[config.mk]
export PLATFORM = sky130hd
export DESIGN_NAME = tx_signal_loss_monitor
export DESIGN_NICKNAME = d
export VERILOG_FILES = /design/src/tx_signal_loss_pkg.sv /design/src/loss_irq_flag_cell.sv /design/src/tx_signal_loss_monitor.sv
export SDC_FILE = /design/constraint.sdc
export NUM_CORES = 1
export LEC_CHECK = 0
export ABC_AREA = 1
export BUFFER_PORTS_ARGS = -buffer_cell sky130_fd_sc_hd__buf_2
export CAP_MARGIN = 20
export CORE_UTILIZATION = 45
export CTS_BUF_LIST = sky130_fd_sc_hd__clkbuf_8
export DETAILED_ROUTE_END_ITERATION = 10
export SLEW_MARGIN = 25
export SYNTH_ARGS = -nofsm -noshare
export SYNTH_HDL_FRONTEND = slang
export SYNTH_SLANG_ARGS = --single-unit
[constraint.sdc]
create_clock -name ref_clk_i -period 7.09 [get_ports ref_clk_i]
set_input_delay 0.709 -clock ref_clk_i [delete_from_list [all_inputs] [get_ports ref_clk_i]]
set_output_delay 0.709 -clock ref_clk_i [all_outputs]
set_load 0.01 [all_outputs]
[src/tx_signal_loss_pkg.sv]
// Purpose: shared constants of the transmit signal-loss monitor
// Assumes: one pulse interval per bit enable strobe
// Notes: amplitude codes and duration counts are plain defaults
`default_nettype none
package tx_signal_loss_pkg;
  // system interface format codes
  localparam logic [1:0] FMT_SINGLE_NRZ = 2'h0;
  localparam logic [1:0] FMT_DUAL_NRZ = 2'h1;
  localparam logic [1:0] FMT_DUAL_RZ = 2'h2;
  // counter and amplitude widths
  localparam int RUN_W = 12;
  localparam int WIN_W = 8;
  localparam int AMP_W = 8;
  // declare thresholds n, in pulse intervals
  localparam logic [11:0] DECL_T1_BASIC = 12'h0af;
  localparam logic [11:0] DECL_T1_LONG = 12'h608;
  localparam logic [11:0] DECL_E1_BASIC = 12'h020;
  localparam logic [11:0] DECL_E1_LONG = 12'h800;
  // clearing window m, in pulse intervals
  localparam logic [7:0] WIN_T1 = 8'haf;
  localparam logic [7:0] WIN_E1 = 8'h20;
  // forbidden zero run inside the clearing window
  localparam logic [7:0] RUN_LIM_T1 = 8'h64;
  localparam logic [7:0] RUN_LIM_E1 = 8'h10;
  // 12.5 percent density is marks times eight against m
  localparam int DENSITY_SHIFT = 3;
  // amplitude thresholds, codes of the amplitude sense
  localparam logic [7:0] AMP_THR_0 = 8'h20;
  localparam logic [7:0] AMP_THR_1 = 8'h40;
  localparam logic [7:0] AMP_THR_2 = 8'h60;
  localparam logic [7:0] AMP_THR_3 = 8'h80;
  // low-amplitude durations, in pulse intervals
  localparam logic [11:0] DUR_0 = 12'h020;
  localparam logic [11:0] DUR_1 = 12'h040;
  localparam logic [11:0] DUR_2 = 12'h080;
  localparam logic [11:0] DUR_3 = 12'h100;
  // system-loss detector states
  typedef enum logic [2:0] {
    ST_OK = 3'b001,
    ST_WAIT = 3'b010,
    ST_WIN = 3'b100
  } sys_state_t;
endpackage
`default_nettype wire

[src/loss_irq_flag_cell.sv]
// Purpose: sticky interrupt flag fed by edges of one status bit
// Assumes: clear_i is a one-cycle software clear
// Notes: a set in the clearing cycle wins over the clear
`default_nettype none
module loss_irq_flag_cell
(
  input wire logic clk_i,
  input wire logic rst_i,
  input wire logic status_i,
  input wire logic any_edge_i,
  input wire logic clear_i,
  input wire logic mask_i,
  output logic flag_o,
  output logic request_o
);
  // previous status, for edge detection
  logic prev_q;
  // sticky flag
  logic flag_q;
  logic flag_d;
  // rising or any edge of the status bit
  wire rise = status_i & ~prev_q;
  wire any_edge = status_i ^ prev_q;
  wire hit = any_edge_i ? any_edge : rise;

  // set beats clear
  always_comb
  begin
    flag_d = hit | (flag_q & ~clear_i);
  end

  // edge memory and flag
  always_ff @(posedge clk_i)
  begin
    if (rst_i)
    begin
      prev_q <= 1'b0;
      flag_q <= 1'b0;
    end
    else
    begin
      prev_q <= status_i;
      flag_q <= flag_d;
    end
  end

  assign flag_o = flag_q;
  // mask high blocks the request
  assign request_o = flag_q & ~mask_i;
endmodule
`default_nettype wire

[src/tx_signal_loss_monitor.sv]
// Purpose: per-channel transmit signal-loss monitor, system and line side
// Assumes: bit_en_i pulses once per transmit pulse interval
// Notes: one instance per channel; amplitude comes from an outside sense
//
// What this block does
// - system loss only on dual-rail inputs
// - declare after n consecutive zero intervals
// - clear on 12.5% density window from mark
// - criteria bit picks n per mode
// - t1 window 175, no 100-zero run
// - e1 window 32, no 16-zero run
// - system loss status held while declared
// - flags set on rising or any edge
// - unmasked set flag drives interrupt
// - system loss events feed error counter
// - line loss after low amplitude duration
// - one valid pulse clears line loss
// - line loss status held while declared
// - line loss events feed error counter
// - paired channels judge the shared wire
// - failed driver may miss own status
`default_nettype none
module tx_signal_loss_monitor
#(
  parameter int AMP_WIDTH = tx_signal_loss_pkg::AMP_W
)
(
  input wire logic ref_clk_i,
  input wire logic rst_i,
  input wire logic bit_en_i,
  input wire logic tx_pos_i,
  input wire logic tx_neg_i,
  input wire logic [1:0] sys_format_i,
  input wire logic e1_mode_i,
  input wire logic loss_criteria_select_i,
  input wire logic [1:0] tx_amplitude_threshold_i,
  input wire logic [1:0] tx_loss_duration_i,
  input wire logic [AMP_WIDTH-1:0] line_amplitude_i,
  input wire logic signal_loss_edge_select_i,
  input wire logic line_out_loss_edge_select_i,
  input wire logic system_loss_irq_mask_i,
  input wire logic line_out_loss_irq_mask_i,
  input wire logic system_loss_irq_clear_i,
  input wire logic line_out_loss_irq_clear_i,
  output logic system_loss_status_o,
  output logic line_out_loss_status_o,
  output logic system_loss_irq_flag_o,
  output logic line_out_loss_irq_flag_o,
  output logic irq_o,
  output logic system_loss_event_o,
  output logic line_out_loss_event_o
);

  // declare threshold from mode and criteria bit
  function automatic logic [11:0] decl_threshold(input logic e1, input logic crit);
    logic [11:0] n;
    n = tx_signal_loss_pkg::DECL_T1_BASIC;
    if (e1)
    begin
      n = crit ? tx_signal_loss_pkg::DECL_E1_LONG : tx_signal_loss_pkg::DECL_E1_BASIC;
    end
    else
    begin
      n = crit ? tx_signal_loss_pkg::DECL_T1_LONG : tx_signal_loss_pkg::DECL_T1_BASIC;
    end
    return n;
  endfunction

  // saturating increment of a run counter
  function automatic logic [11:0] sat_inc(input logic [11:0] v);
    logic [11:0] r;
    r = (v == 12'hfff) ? v : v + 12'h001;
    return r;
  endfunction

  // amplitude threshold from the two-bit field
  function automatic logic [7:0] amp_threshold(input logic [1:0] sel);
    logic [7:0] t;
    case (sel)
      2'h0: t = tx_signal_loss_pkg::AMP_THR_0;
      2'h1: t = tx_signal_loss_pkg::AMP_THR_1;
      2'h2: t = tx_signal_loss_pkg::AMP_THR_2;
      default: t = tx_signal_loss_pkg::AMP_THR_3;
    endcase
    return t;
  endfunction

  // low-amplitude duration from the two-bit field
  function automatic logic [11:0] loss_duration(input logic [1:0] sel);
    logic [11:0] d;
    case (sel)
      2'h0: d = tx_signal_loss_pkg::DUR_0;
      2'h1: d = tx_signal_loss_pkg::DUR_1;
      2'h2: d = tx_signal_loss_pkg::DUR_2;
      default: d = tx_signal_loss_pkg::DUR_3;
    endcase
    return d;
  endfunction

  // system side detector

  // a pulse on either rail is a mark
  wire mark = tx_pos_i | tx_neg_i;
  wire sys_monitor_en = (sys_format_i == tx_signal_loss_pkg::FMT_DUAL_NRZ) |
                        (sys_format_i == tx_signal_loss_pkg::FMT_DUAL_RZ);
  wire [11:0] n_thr = decl_threshold(e1_mode_i, loss_criteria_select_i);
  wire [7:0] m_len = e1_mode_i ? tx_signal_loss_pkg::WIN_E1 : tx_signal_loss_pkg::WIN_T1;
  wire [7:0] run_lim = e1_mode_i ? tx_signal_loss_pkg::RUN_LIM_E1 : tx_signal_loss_pkg::RUN_LIM_T1;

  // consecutive zero intervals
  logic [11:0] zero_run_q;
  logic [11:0] zero_run_d;
  // clearing window: position, marks, current zero run
  logic [7:0] win_cnt_q;
  logic [7:0] win_cnt_d;
  logic [7:0] win_marks_q;
  logic [7:0] win_marks_d;
  logic [7:0] win_run_q;
  logic [7:0] win_run_d;
  // detector state
  tx_signal_loss_pkg::sys_state_t sys_state_q;
  tx_signal_loss_pkg::sys_state_t sys_state_d;
  // system loss status and its event pulse
  logic sys_loss_q;
  logic sys_loss_d;
  logic sys_event_q;

  // zero run after this interval
  assign zero_run_d = mark ? 12'h000 : sat_inc(zero_run_q);
  wire declare_hit = (zero_run_d >= n_thr);

  // window values after this interval
  wire [7:0] win_cnt_nx = win_cnt_q + 8'h01;
  wire [7:0] win_marks_nx = win_marks_q + {7'h00, mark};
  wire [7:0] win_run_nx = mark ? 8'h00 : win_run_q + 8'h01;
  // marks times eight at least m
  wire [10:0] density_scaled = {win_marks_nx, 3'h0};
  wire density_ok = (density_scaled >= {3'h0, m_len});
  // a long zero run spoils the window
  wire run_bad = (win_run_nx >= run_lim);
  wire win_done = (win_cnt_nx == m_len);

  // next state and window bookkeeping
  always_comb
  begin
    sys_state_d = sys_state_q;
    win_cnt_d = win_cnt_q;
    win_marks_d = win_marks_q;
    win_run_d = win_run_q;
    if (!sys_monitor_en)
    begin
      // single rail: detector idle, no loss
      sys_state_d = tx_signal_loss_pkg::ST_OK;
    end
    else if (bit_en_i)
    begin
      case (sys_state_q)
        tx_signal_loss_pkg::ST_OK:
        begin
          if (declare_hit)
          begin
            sys_state_d = tx_signal_loss_pkg::ST_WAIT;
          end
        end
        tx_signal_loss_pkg::ST_WAIT:
        begin
          if (mark)
          begin
            sys_state_d = tx_signal_loss_pkg::ST_WIN;
            win_cnt_d = 8'h01;
            win_marks_d = 8'h01;
            win_run_d = 8'h00;
          end
        end
        tx_signal_loss_pkg::ST_WIN:
        begin
          win_cnt_d = win_cnt_nx;
          win_marks_d = win_marks_nx;
          win_run_d = win_run_nx;
          if (run_bad)
          begin
            sys_state_d = tx_signal_loss_pkg::ST_WAIT;
          end
          else if (win_done)
          begin
            sys_state_d = density_ok ? tx_signal_loss_pkg::ST_OK : tx_signal_loss_pkg::ST_WAIT;
          end
        end
        default:
        begin
          sys_state_d = tx_signal_loss_pkg::ST_OK;
        end
      endcase
    end
  end

  // status high outside the ok state
  assign sys_loss_d = (sys_state_d != tx_signal_loss_pkg::ST_OK);

  // system detector registers
  always_ff @(posedge ref_clk_i)
  begin
    if (rst_i)
    begin
      sys_state_q <= tx_signal_loss_pkg::ST_OK;
      zero_run_q <= 12'h000;
      win_cnt_q <= 8'h00;
      win_marks_q <= 8'h00;
      win_run_q <= 8'h00;
      sys_loss_q <= 1'b0;
      sys_event_q <= 1'b0;
    end
    else
    begin
      sys_state_q <= sys_state_d;
      win_cnt_q <= win_cnt_d;
      win_marks_q <= win_marks_d;
      win_run_q <= win_run_d;
      sys_loss_q <= sys_loss_d;
      sys_event_q <= sys_loss_d & ~sys_loss_q;
      // zero run only advances per interval
      if (!sys_monitor_en)
      begin
        zero_run_q <= 12'h000;
      end
      else if (bit_en_i)
      begin
        zero_run_q <= zero_run_d;
      end
    end
  end

  // line side detector

  // the sense watches the shared wire, so a
  // high-z pair or failed driver reads as low amplitude
  // own status rests only on the sensed level
  wire [AMP_WIDTH-1:0] amp_thr = AMP_WIDTH'(amp_threshold(tx_amplitude_threshold_i));
  wire [11:0] dur = loss_duration(tx_loss_duration_i);
  wire valid_pulse = (line_amplitude_i > amp_thr);

  // consecutive low-amplitude intervals
  logic [11:0] low_run_q;
  logic [11:0] low_run_d;
  // line loss status and its event pulse
  logic line_loss_q;
  logic line_loss_d;
  logic line_event_q;

  // low run after this interval
  assign low_run_d = valid_pulse ? 12'h000 : sat_inc(low_run_q);

  // line loss decision
  always_comb
  begin
    line_loss_d = line_loss_q;
    if (bit_en_i)
    begin
      if (valid_pulse)
      begin
        line_loss_d = 1'b0;
      end
      else if (low_run_d >= dur)
      begin
        line_loss_d = 1'b1;
      end
    end
  end

  // line detector registers
  always_ff @(posedge ref_clk_i)
  begin
    if (rst_i)
    begin
      low_run_q <= 12'h000;
      line_loss_q <= 1'b0;
      line_event_q <= 1'b0;
    end
    else
    begin
      if (bit_en_i)
      begin
        low_run_q <= low_run_d;
      end
      line_loss_q <= line_loss_d;
      line_event_q <= line_loss_d & ~line_loss_q;
    end
  end

  // flags and interrupt

  // request of each flag after its mask
  logic sys_req;
  logic line_req;

  // system flag, edge per select bit
  loss_irq_flag_cell sys_flag_cell
  (
    .clk_i(ref_clk_i),
    .rst_i(rst_i),
    .status_i(sys_loss_q),
    .any_edge_i(signal_loss_edge_select_i),
    .clear_i(system_loss_irq_clear_i),
    .mask_i(system_loss_irq_mask_i),
    .flag_o(system_loss_irq_flag_o),
    .request_o(sys_req)
  );

  // line flag, edge per select bit
  loss_irq_flag_cell line_flag_cell
  (
    .clk_i(ref_clk_i),
    .rst_i(rst_i),
    .status_i(line_loss_q),
    .any_edge_i(line_out_loss_edge_select_i),
    .clear_i(line_out_loss_irq_clear_i),
    .mask_i(line_out_loss_irq_mask_i),
    .flag_o(line_out_loss_irq_flag_o),
    .request_o(line_req)
  );

  assign irq_o = sys_req | line_req;

  // status and event outputs from flops
  assign system_loss_status_o = sys_loss_q;
  assign line_out_loss_status_o = line_loss_q;
  assign system_loss_event_o = sys_event_q;
  assign line_out_loss_event_o = line_event_q;

endmodule
`default_nettype wire

==> results of run 1 <==
power breakdown:
part | leakage, nW | switching, mW | internal [mW]
sequential | 0.480 | 0.0101 | 0.343
combinational | 1.51 | 0.0582 | 0.0368
clock | 0.108 | 0.134 | 0.177
total | 2.10 | 0.202 | 0.556
how the worst max path moves through the flow:
stage,end,depth (start not counted)
final,system_loss_event_o,22
after global routing,system_loss_event_o,22
after CTS,system_loss_event_o,21
after detailed placement,system_loss_event_o,22
after global placement,system_loss_event_o,21
after floorplan,line_out_loss_status_o,19
cells by family after synthesis:
group / share of synthesized area
buffers and inverters: 0.1062
AO/OA/AOI/OAI: 0.1530
XOR/XNOR: 0.02957
flip-flops: 0.2849
AND/OR/NAND/NOR: 0.3298
adder cells (fa/ha/maj): 0.09656
per-layer routing:
layer / global-route usage / vias up / wire [um] / share of wire
met1: 0.2615 / 1820 / 4479 / 0.49
met4: 0.05245 / 0 / 91 / 0.0099
met3: 0.03651 / 9 / 203 / 0.022
met2: 0.3727 / 27 / 4446 / 0.48
li1: - / 2145 / - / -
met5: 0 / - / 0 / 0
worst max-delay path, cell delays in order:
cell      delay, ns
buf_2          0.09
nor2_1         0.09
buf_4          0.25
clkinv_1       0.27
ha_1           0.30
ha_1           0.20
nand2_1        0.11
nor2_1         0.06
xnor2_1        0.12
inv_1          0.08
ha_1           0.27
nand2_1        0.07
nand2_1        0.06
nor3_1         0.14
nand2_1        0.09
nand3_2        0.07
nand2_1        0.05
nand3_1        0.09
nand2_1        0.06
nand2_2        0.09
nand2_2        0.06
a21oi_2        0.12
sequential cells by signal (all words and copies together), names as in the netlist, 3 cells and up:
| name | cells |
|---|---|
| win_marks_q | 8 |
| zero_run_q | 12 |
| low_run_q | 12 |
| win_run_q | 8 |
| win_cnt_q | 8 |
| sys_state_q | 3 |
stage by stage:
| step | std cells | cell area, um^2 | hold WS [ns] | utilization |
|---|---|---|---|---|
| after floorplan | 643 | 4146 | 0.4535 | - |
| after global placement | 768 | 4382 | 0.4623 | 0.4976 |
| after detailed placement | 768 | 4382 | 0.4815 | 0.4976 |
| after CTS | 783 | 4576 | 0.4847 | 0.5196 |
| after global routing | 783 | 4576 | 0.5061 | 0.5196 |
| final | 783 | 4576 | 0.4842 | 0.5196 |
area by class of cell:
| class | instances | area share |
|---|---|---|
| inverter | 94 | 0.07711 |
| timing repair buffer | 36 | 0.04102 |
| tap | 108 | 0.02953 |
| multi-input combinational | 471 | 0.5518 |
| sequential | 59 | 0.2581 |
| clock buffer | 11 | 0.03309 |
| clock inverter | 4 | 0.009297 |
cells in the mapped netlist, types with 2 or more instances:
| cell | count |
|---|---|
| clkbuf_1 | 10 |
| or2_2 | 3 |
| nand2_2 | 8 |
| nand3_1 | 39 |
| o22ai_1 | 2 |
| xor2_1 | 5 |
| nor4_1 | 3 |
| ha_1 | 32 |
| o21bai_1 | 2 |
| inv_1 | 90 |
| nand3_2 | 6 |
| o211ai_1 | 2 |
| nand2_1 | 163 |
| nand4_1 | 11 |
| buf_2 | 4 |
| buf_1 | 3 |
| and3_1 | 2 |
| inv_2 | 3 |
| nand3b_1 | 2 |
| dfxtp_1 | 59 |
| nor2_4 | 2 |
| a21oi_2 | 2 |
| nor2_1 | 50 |
| a211oi_1 | 2 |
| a21o_1 | 2 |
| o221ai_1 | 2 |
| nor2_2 | 4 |
| nor3_1 | 11 |
| o21ai_0 | 42 |
| xnor2_1 | 9 |
| a21oi_1 | 58 |
==> impl_table.tex, run 1 <==
\begin{tabular}{lr}
\hline
Metric & Value \\
\hline
\multicolumn{2}{l}{\textbf{Clock network}} \\
TritonCTS clock tree & yes \\
Root cell of the clock tree & clkbuf\_8 \\
Deepest level of the CTS H-tree & 3 \\
Number of hold buffers added after CTS & 0 \\
Post-CTS setup buffer count & 0 \\
Num CTS Buffers & 9 \\
Later-pin clock latency in the skew report & 0.34 ns \\
Maximum count of clock buffers along a single path & 2 \\
Clock-pin slew of the registers on the worst-case setup and hold paths & 0.07 ns \\
Clock net sink count & 59 \\
Resize count post-CTS & 0 \\
\multicolumn{2}{l}{\textbf{Detailed routing}} \\
Routed WL & 9220 um \\
DRC viols & 1 \\
Vias after detailed routing & 4001 \\
Via density per instance & 5.110 \\
Drt wl/cell & 11.78 um \\
1st-pass router iterations & 8 \\
Starting DRT DRC Count & 86 \\
Antenna-violating nets left & 0 \\
\multicolumn{2}{l}{\textbf{Synthesis}} \\
Share of Yosys cell area claimed by the top area cell type & 0.2849 \\
Cell type with the highest aggregate area in the netlist & dfxtp\_1 \\
FFs w/ async S/R, synth & 0 \\
Number of flops mapped to enable cells by yosys & 0 \\
Mean area per synthesized cell & 6.449 um\^{}2 \\
Sequential cell area fraction in the yosys report & 0.2849 \\
Number of warning messages in the yosys log & 0 \\
Cell area after technology mapping & 0.004146 mm\^{}2 \\
Top cells by area, synth & dfxtp\_1, nand2\_1, ha\_1, inv\_1, a21oi\_1 \\
Count of distinct cell types in the synthesized netlist & 41 \\
Net count after synthesis & 702 \\
Seq cells post-synth & 59 \\
Dominant register cell in the synthesized netlist & dfxtp\_1 \\
Post-synthesis cell count & 643 \\
\multicolumn{2}{l}{\textbf{STA}} \\
Number of endpoints with negative hold slack in the final report & 0 \\
Finish-stage setup viols & 0 \\
Skew final & 0.009724 ns \\
Setup repair after global routing missed its margin & no \\
Post-layout min period & 3.181 ns \\
Post-Route Setup TNS & 0 ns \\
Final Worst Setup Slack & 3.909 ns \\
Number of max-slew violations in the final report & 0 \\
Worst slew margin relative to its limit & 0.4632 \\
Fraction of the cycle the final worst path needs & 0.4487 \\
Fmax achieved & 314.3 MHz \\
Worst Max-Slew Pin Slew & 0.8052 ns \\
\multicolumn{2}{l}{\textbf{Layout}} \\
Most used cells in the layout excluding fill and tap cells & nand2\_1, inv\_1, dfxtp\_1, a21oi\_1, nor2\_1 \\
Antenna cells & 0 \\
Final-stage net count & 730 \\
Number of filler instances in the final layout & 911 \\
Register cell area after layout & 0.001181 mm\^{}2 \\
Most common library cell in the layout ignoring fill and taps & nand2\_1 \\
Multi-input combinational cell area & 0.002525 mm\^{}2 \\
Area added between synthesis and finish & 10.35\% \\
Share of post-route cells with drive strength above 1 & 0.1156 \\
\multicolumn{2}{l}{\textbf{Critical path}} \\
Endpoint kind of the worst setup timing path & register \\
Type of the worst setup path & primary input to register \\
Startpoint types & primary input \\
Largest fanout on the critical path & 21 \\
R2R setup slack & 4.10 ns \\
Reg-to-reg endpoint & system\_loss\_event\_o \\
Data arrival time of the critical path & 3.45 ns \\
Timing startpoint of the critical path & tx\_neg\_i \\
R2r worst-path depth & 21 \\
Reg-to-reg startpoint & zero\_run\_q[5] \\
Critical path data required time & 7.36 ns \\
\multicolumn{2}{l}{\textbf{Job}} \\
Number of maximum-capacitance violations & 0 \\
\multicolumn{2}{l}{\textbf{Place}} \\
Estimated wirelength of the detail-placed design & 6712 um \\
Port Buffer Count & 33 \\
Worst Setup Slack post-DPL & 3.537 ns \\
Final Wtd Congestion & 0.8333 \\
\multicolumn{2}{l}{\textbf{Run status}} \\
Outcome & finished with violations \\
Violations in the final reports & DRC \\
\multicolumn{2}{l}{\textbf{Die}} \\
Initial core utilization & 0.4709 \\
Number of top-level pins & 34 \\
Area of the core & 0.008806 mm\^{}2 \\
DIE HEIGHT & 97.99 um \\
Horiz. Die Dim & 97.99 um \\
Count of standard-cell rows & 34 \\
Overall die area & 0.009602 mm\^{}2 \\
\multicolumn{2}{l}{\textbf{Worst hold path}} \\
Min-Delay Endpoint & sys\_flag\_cell.prev\_q \\
Startpoint of the tightest hold check path & system\_loss\_status\_o \\
Hold Path Cell Cnt & 2 \\
Kind of path behind the tightest hold check & register to register \\
\multicolumn{2}{l}{\textbf{Global route}} \\
Overall track demand over capacity in global routing & 0.2098 \\
Global-route wire length before repair & 16780 um \\
GRT Residual Overflow & 0 \\
Largest net degree at the start of global routing & 53 \\
Initial antenna violation count & 0 \\
Via count of the first global-routing pass & 3791 \\
\multicolumn{2}{l}{\textbf{Power}} \\
Post-layout power & 0.7582 mW \\
Worst IR Drop VDD & 99.51 uV \\
Power density over cell area & 165.7 mW/mm\^{}2 \\
Static power due to leakage & 2.100 nW \\
\hline
\end{tabular}
No activity file was read; power rests on OpenSTA's default activity.
==> run 2, diff against run 1 <==
--- a/config.mk
+++ b/config.mk
@@ -11,6 +11,7 @@
 export CORE_UTILIZATION = 45
 export CTS_BUF_LIST = sky130_fd_sc_hd__clkbuf_8
 export DETAILED_ROUTE_END_ITERATION = 10
+export PLACE_DENSITY = 0.65
 export SLEW_MARGIN = 25
 export SYNTH_ARGS = -nofsm -noshare
 export SYNTH_HDL_FRONTEND = slang
==> constraint.sdc (replaced) <==
create_clock -name ref_clk_i -period 2.8 [get_ports ref_clk_i]
set_input_delay 0.28 -clock ref_clk_i [delete_from_list [all_inputs] [get_ports ref_clk_i]]
set_output_delay 0.28 -clock ref_clk_i [all_outputs]
set_load 0.01 [all_outputs]
==> run 2 against run 1 <==
- the run now ends clean
- critical path type is now register to register
- clock-buffer cell count shrank 2
- utilization grew 3.8 points
- design area grew 7.3%
- register-to-register slack lost 3.9 ns
==> impl_table.tex, run 2 (synthesis results as in run 1) <==
\begin{tabular}{lr}
\hline
Metric & Value \\
\hline
\multicolumn{2}{l}{\textbf{Detailed routing}} \\
Drt wl/cell & 12.05 um (+2.3\%) \\
DRC viols & 0 (-1) \\
Starting DRT DRC Count & 154 (+79\%) \\
Routed WL & 9652 um (+4.7\%) \\
Antenna-violating nets left & 0 (unchanged) \\
1st-pass router iterations & 5 (-3) \\
Vias after detailed routing & 4094 (+2.3\%) \\
Via density per instance & 5.111 (about the same) \\
\multicolumn{2}{l}{\textbf{Clock network}} \\
Deepest level of the CTS H-tree & 3 (unchanged) \\
TritonCTS clock tree & yes \\
Maximum count of clock buffers along a single path & 2 (unchanged) \\
Clock-pin slew of the registers on the worst-case setup and hold paths & 0.08 ns (about the same) \\
Num CTS Buffers & 9 (unchanged) \\
Number of hold buffers added after CTS & 0 (unchanged) \\
Root cell of the clock tree & clkbuf\_8 \\
Later-pin clock latency in the skew report & 0.34 ns (about the same) \\
Clock net sink count & 59 (unchanged) \\
\multicolumn{2}{l}{\textbf{Global route}} \\
Overall track demand over capacity in global routing & 0.2098 (about the same) \\
Largest net degree at the start of global routing & 52 (-1.9\%) \\
Via count of the first global-routing pass & 3786 (-0.13\%) \\
Initial antenna violation count & 0 (unchanged) \\
GRT Residual Overflow & 0 (unchanged) \\
Global-route wire length before repair & 16540 um (-1.4\%) \\
\multicolumn{2}{l}{\textbf{STA}} \\
Number of endpoints with negative hold slack in the final report & 0 (unchanged) \\
Worst Max-Slew Pin Slew & 0.4922 ns (-0.3130 ns) \\
Post-Route Setup TNS & 0 ns (unchanged) \\
Finish-stage setup viols & 0 (unchanged) \\
Worst slew margin relative to its limit & 0.6715 (+0.2083) \\
Post-layout min period & 2.648 ns \\
Fmax achieved & 377.7 MHz \\
Fraction of the cycle the final worst path needs & 0.9457 \\
Skew final & 0.004686 ns (-0.005038 ns) \\
Number of max-slew violations in the final report & 0 (unchanged) \\
\multicolumn{2}{l}{\textbf{Critical path}} \\
Largest stage delay on the critical path & 0.37 ns (+0.07 ns) \\
Startpoint types & register \\
Largest fanout on the critical path & 4 (-81\%) \\
Endpoint kind of the worst setup timing path & register \\
Cell with the largest stage delay on the worst path & dfxtp\_4 \\
Total buffers and inverters traversed by the critical path & 4 (unchanged) \\
Data arrival time of the critical path & 2.88 ns (-0.57 ns) \\
Critical path, cell by cell & nand2\_1 -> nor2\_1 -> inv\_2 -> nor4\_4 -> buf\_4 -> buf\_4 -> nand2\_1 -> nand2\_1 -> and3\_4 -> ha\_1 -> nand3\_2 -> inv\_1 -> nand2\_2 -> nor2\_2 -> a21oi\_2 -> nand3\_1 -> nand3\_2 -> nand2\_2 -> a21oi\_2 -> a21oi\_2 \\
Top cell family by delay on the critical path & simple AND/OR/NAND/NOR gates \\
Cell depth of the worst setup path & 20 (-9.1\%) \\
R2r worst-path depth & 20 (-4.8\%) \\
Type of the worst setup path & register to register \\
Critical path data required time & 3.03 ns (-4.33 ns) \\
\multicolumn{2}{l}{\textbf{Die}} \\
Overall die area & 0.009602 mm\^{}2 (unchanged) \\
Number of top-level pins & 34 (unchanged) \\
Count of standard-cell rows & 34 (unchanged) \\
Area of the core & 0.008806 mm\^{}2 (unchanged) \\
Initial core utilization & 0.4709 (unchanged) \\
Horiz. Die Dim & 97.99 um (unchanged) \\
DIE HEIGHT & 97.99 um (unchanged) \\
\multicolumn{2}{l}{\textbf{Place}} \\
Final Wtd Congestion & 0.8388 (+0.66\%) \\
Estimated wirelength of the detail-placed design & 7015 um (+4.5\%) \\
Port Buffer Count & 33 (unchanged) \\
Placement Cell Area & 0.004472 mm\^{}2 (+2.1\%) \\
\multicolumn{2}{l}{\textbf{Layout}} \\
Area added between synthesis and finish & 18.38\% \\
Final Core Density & 0.5574 (+0.03780) \\
Most used cells in the layout excluding fill and tap cells & nand2\_1, inv\_1, a21oi\_1, dfxtp\_1, nor2\_1 \\
Final instance area & 0.004908 mm\^{}2 (+7.3\%) \\
Most common library cell in the layout ignoring fill and taps & nand2\_1 \\
Antenna cells & 0 (unchanged) \\
Share of post-route cells with drive strength above 1 & 0.1934 (+0.07781) \\
Number of filler instances in the final layout & 845 (-7.2\%) \\
Final-stage net count & 747 (+2.3\%) \\
Registers with the most flip-flops & low\_run\_q (12), zero\_run\_q (12) \\
\multicolumn{2}{l}{\textbf{Job}} \\
Number of maximum-capacitance violations & 0 (unchanged) \\
\multicolumn{2}{l}{\textbf{Worst hold path}} \\
Kind of path behind the tightest hold check & primary input to register \\
Hold Path Cell Cnt & 4 (+2) \\
\multicolumn{2}{l}{\textbf{Run status}} \\
Outcome & finished, final reports clean \\
\multicolumn{2}{l}{\textbf{Power}} \\
Static power due to leakage & 2.221 nW (+5.8\%) \\
Worst IR Drop VDD & 241.9 uV (+140\%) \\
Power density over cell area & 417.1 mW/mm\^{}2 (+150\%) \\
Post-layout power & 2.047 mW (+170\%) \\
\hline
\end{tabular}
run 2: layout make-up:
cell class	count	area (um^2)	share of cell area
flip-flops and latches	59	1195	0.2434
multi-input cells	471	2685	0.5470
clock inverters	7	101.3	0.02065
inverters	94	352.8	0.07188
clock buffers	9	123.9	0.02524
repair buffers	53	315.3	0.06424
well taps	108	135.1	0.02753
run 2: what timing repair did:
action,4_1_cts,5_1_grt
setup endpoints to repair,3,4
buffers inserted,0,5
cloned,0,0
pin swaps,0,20
resized for setup,2,48
run 2: metrics by stage:
| stage | worst slack [ns] | hold WS, ns | cells |
|---|---|---|---|
| 6_report | 0.1521 | 0.2546 | 801 |
| 4_1_cts | 0.009924 | 0.2445 | 796 |
| 5_1_grt | -0.07174 | 0.2651 | 801 |
| 3_5_place_dp | -0.02874 | 0.4693 | 780 |
| 3_3_place_gp | 0.03628 | 0.4636 | 780 |
| 2_1_floorplan | 0.2576 | 0.4535 | 643 |
run 2: final timing paths:
check	startpoint	endpoint	slack, ns
max	zero_run_q[1]	system_loss_event_o	0.15
max reg2reg	zero_run_q[1]	system_loss_event_o	0.15
min reg2reg	win_marks_q[7]	win_marks_q[7]	0.48
min	system_loss_irq_clear_i	sys_flag_cell.flag_o	0.25
run 2: routing by layer:
layer,global-route usage,routed length [um],part of all wire
met1,0.2629,4447,0.46
met2,0.3586,4658,0.48
met3,0.03078,362,0.038
met4,0.08858,183,0.019
met5,0,0,0
run 2: power by group:
group	switching [mW]	internal, mW	leakage (nW)
Clock	0.375	0.506	0.106
Combinational	0.164	0.110	1.63
Sequential	0.0255	0.866	0.483
Total	0.565	1.48	2.22
run 2: tightest hold or removal path: stages:
cell and delay [ns]:
buf_2 0.08, o221ai_1 0.11, nand2_1 0.07, inv_1 0.03
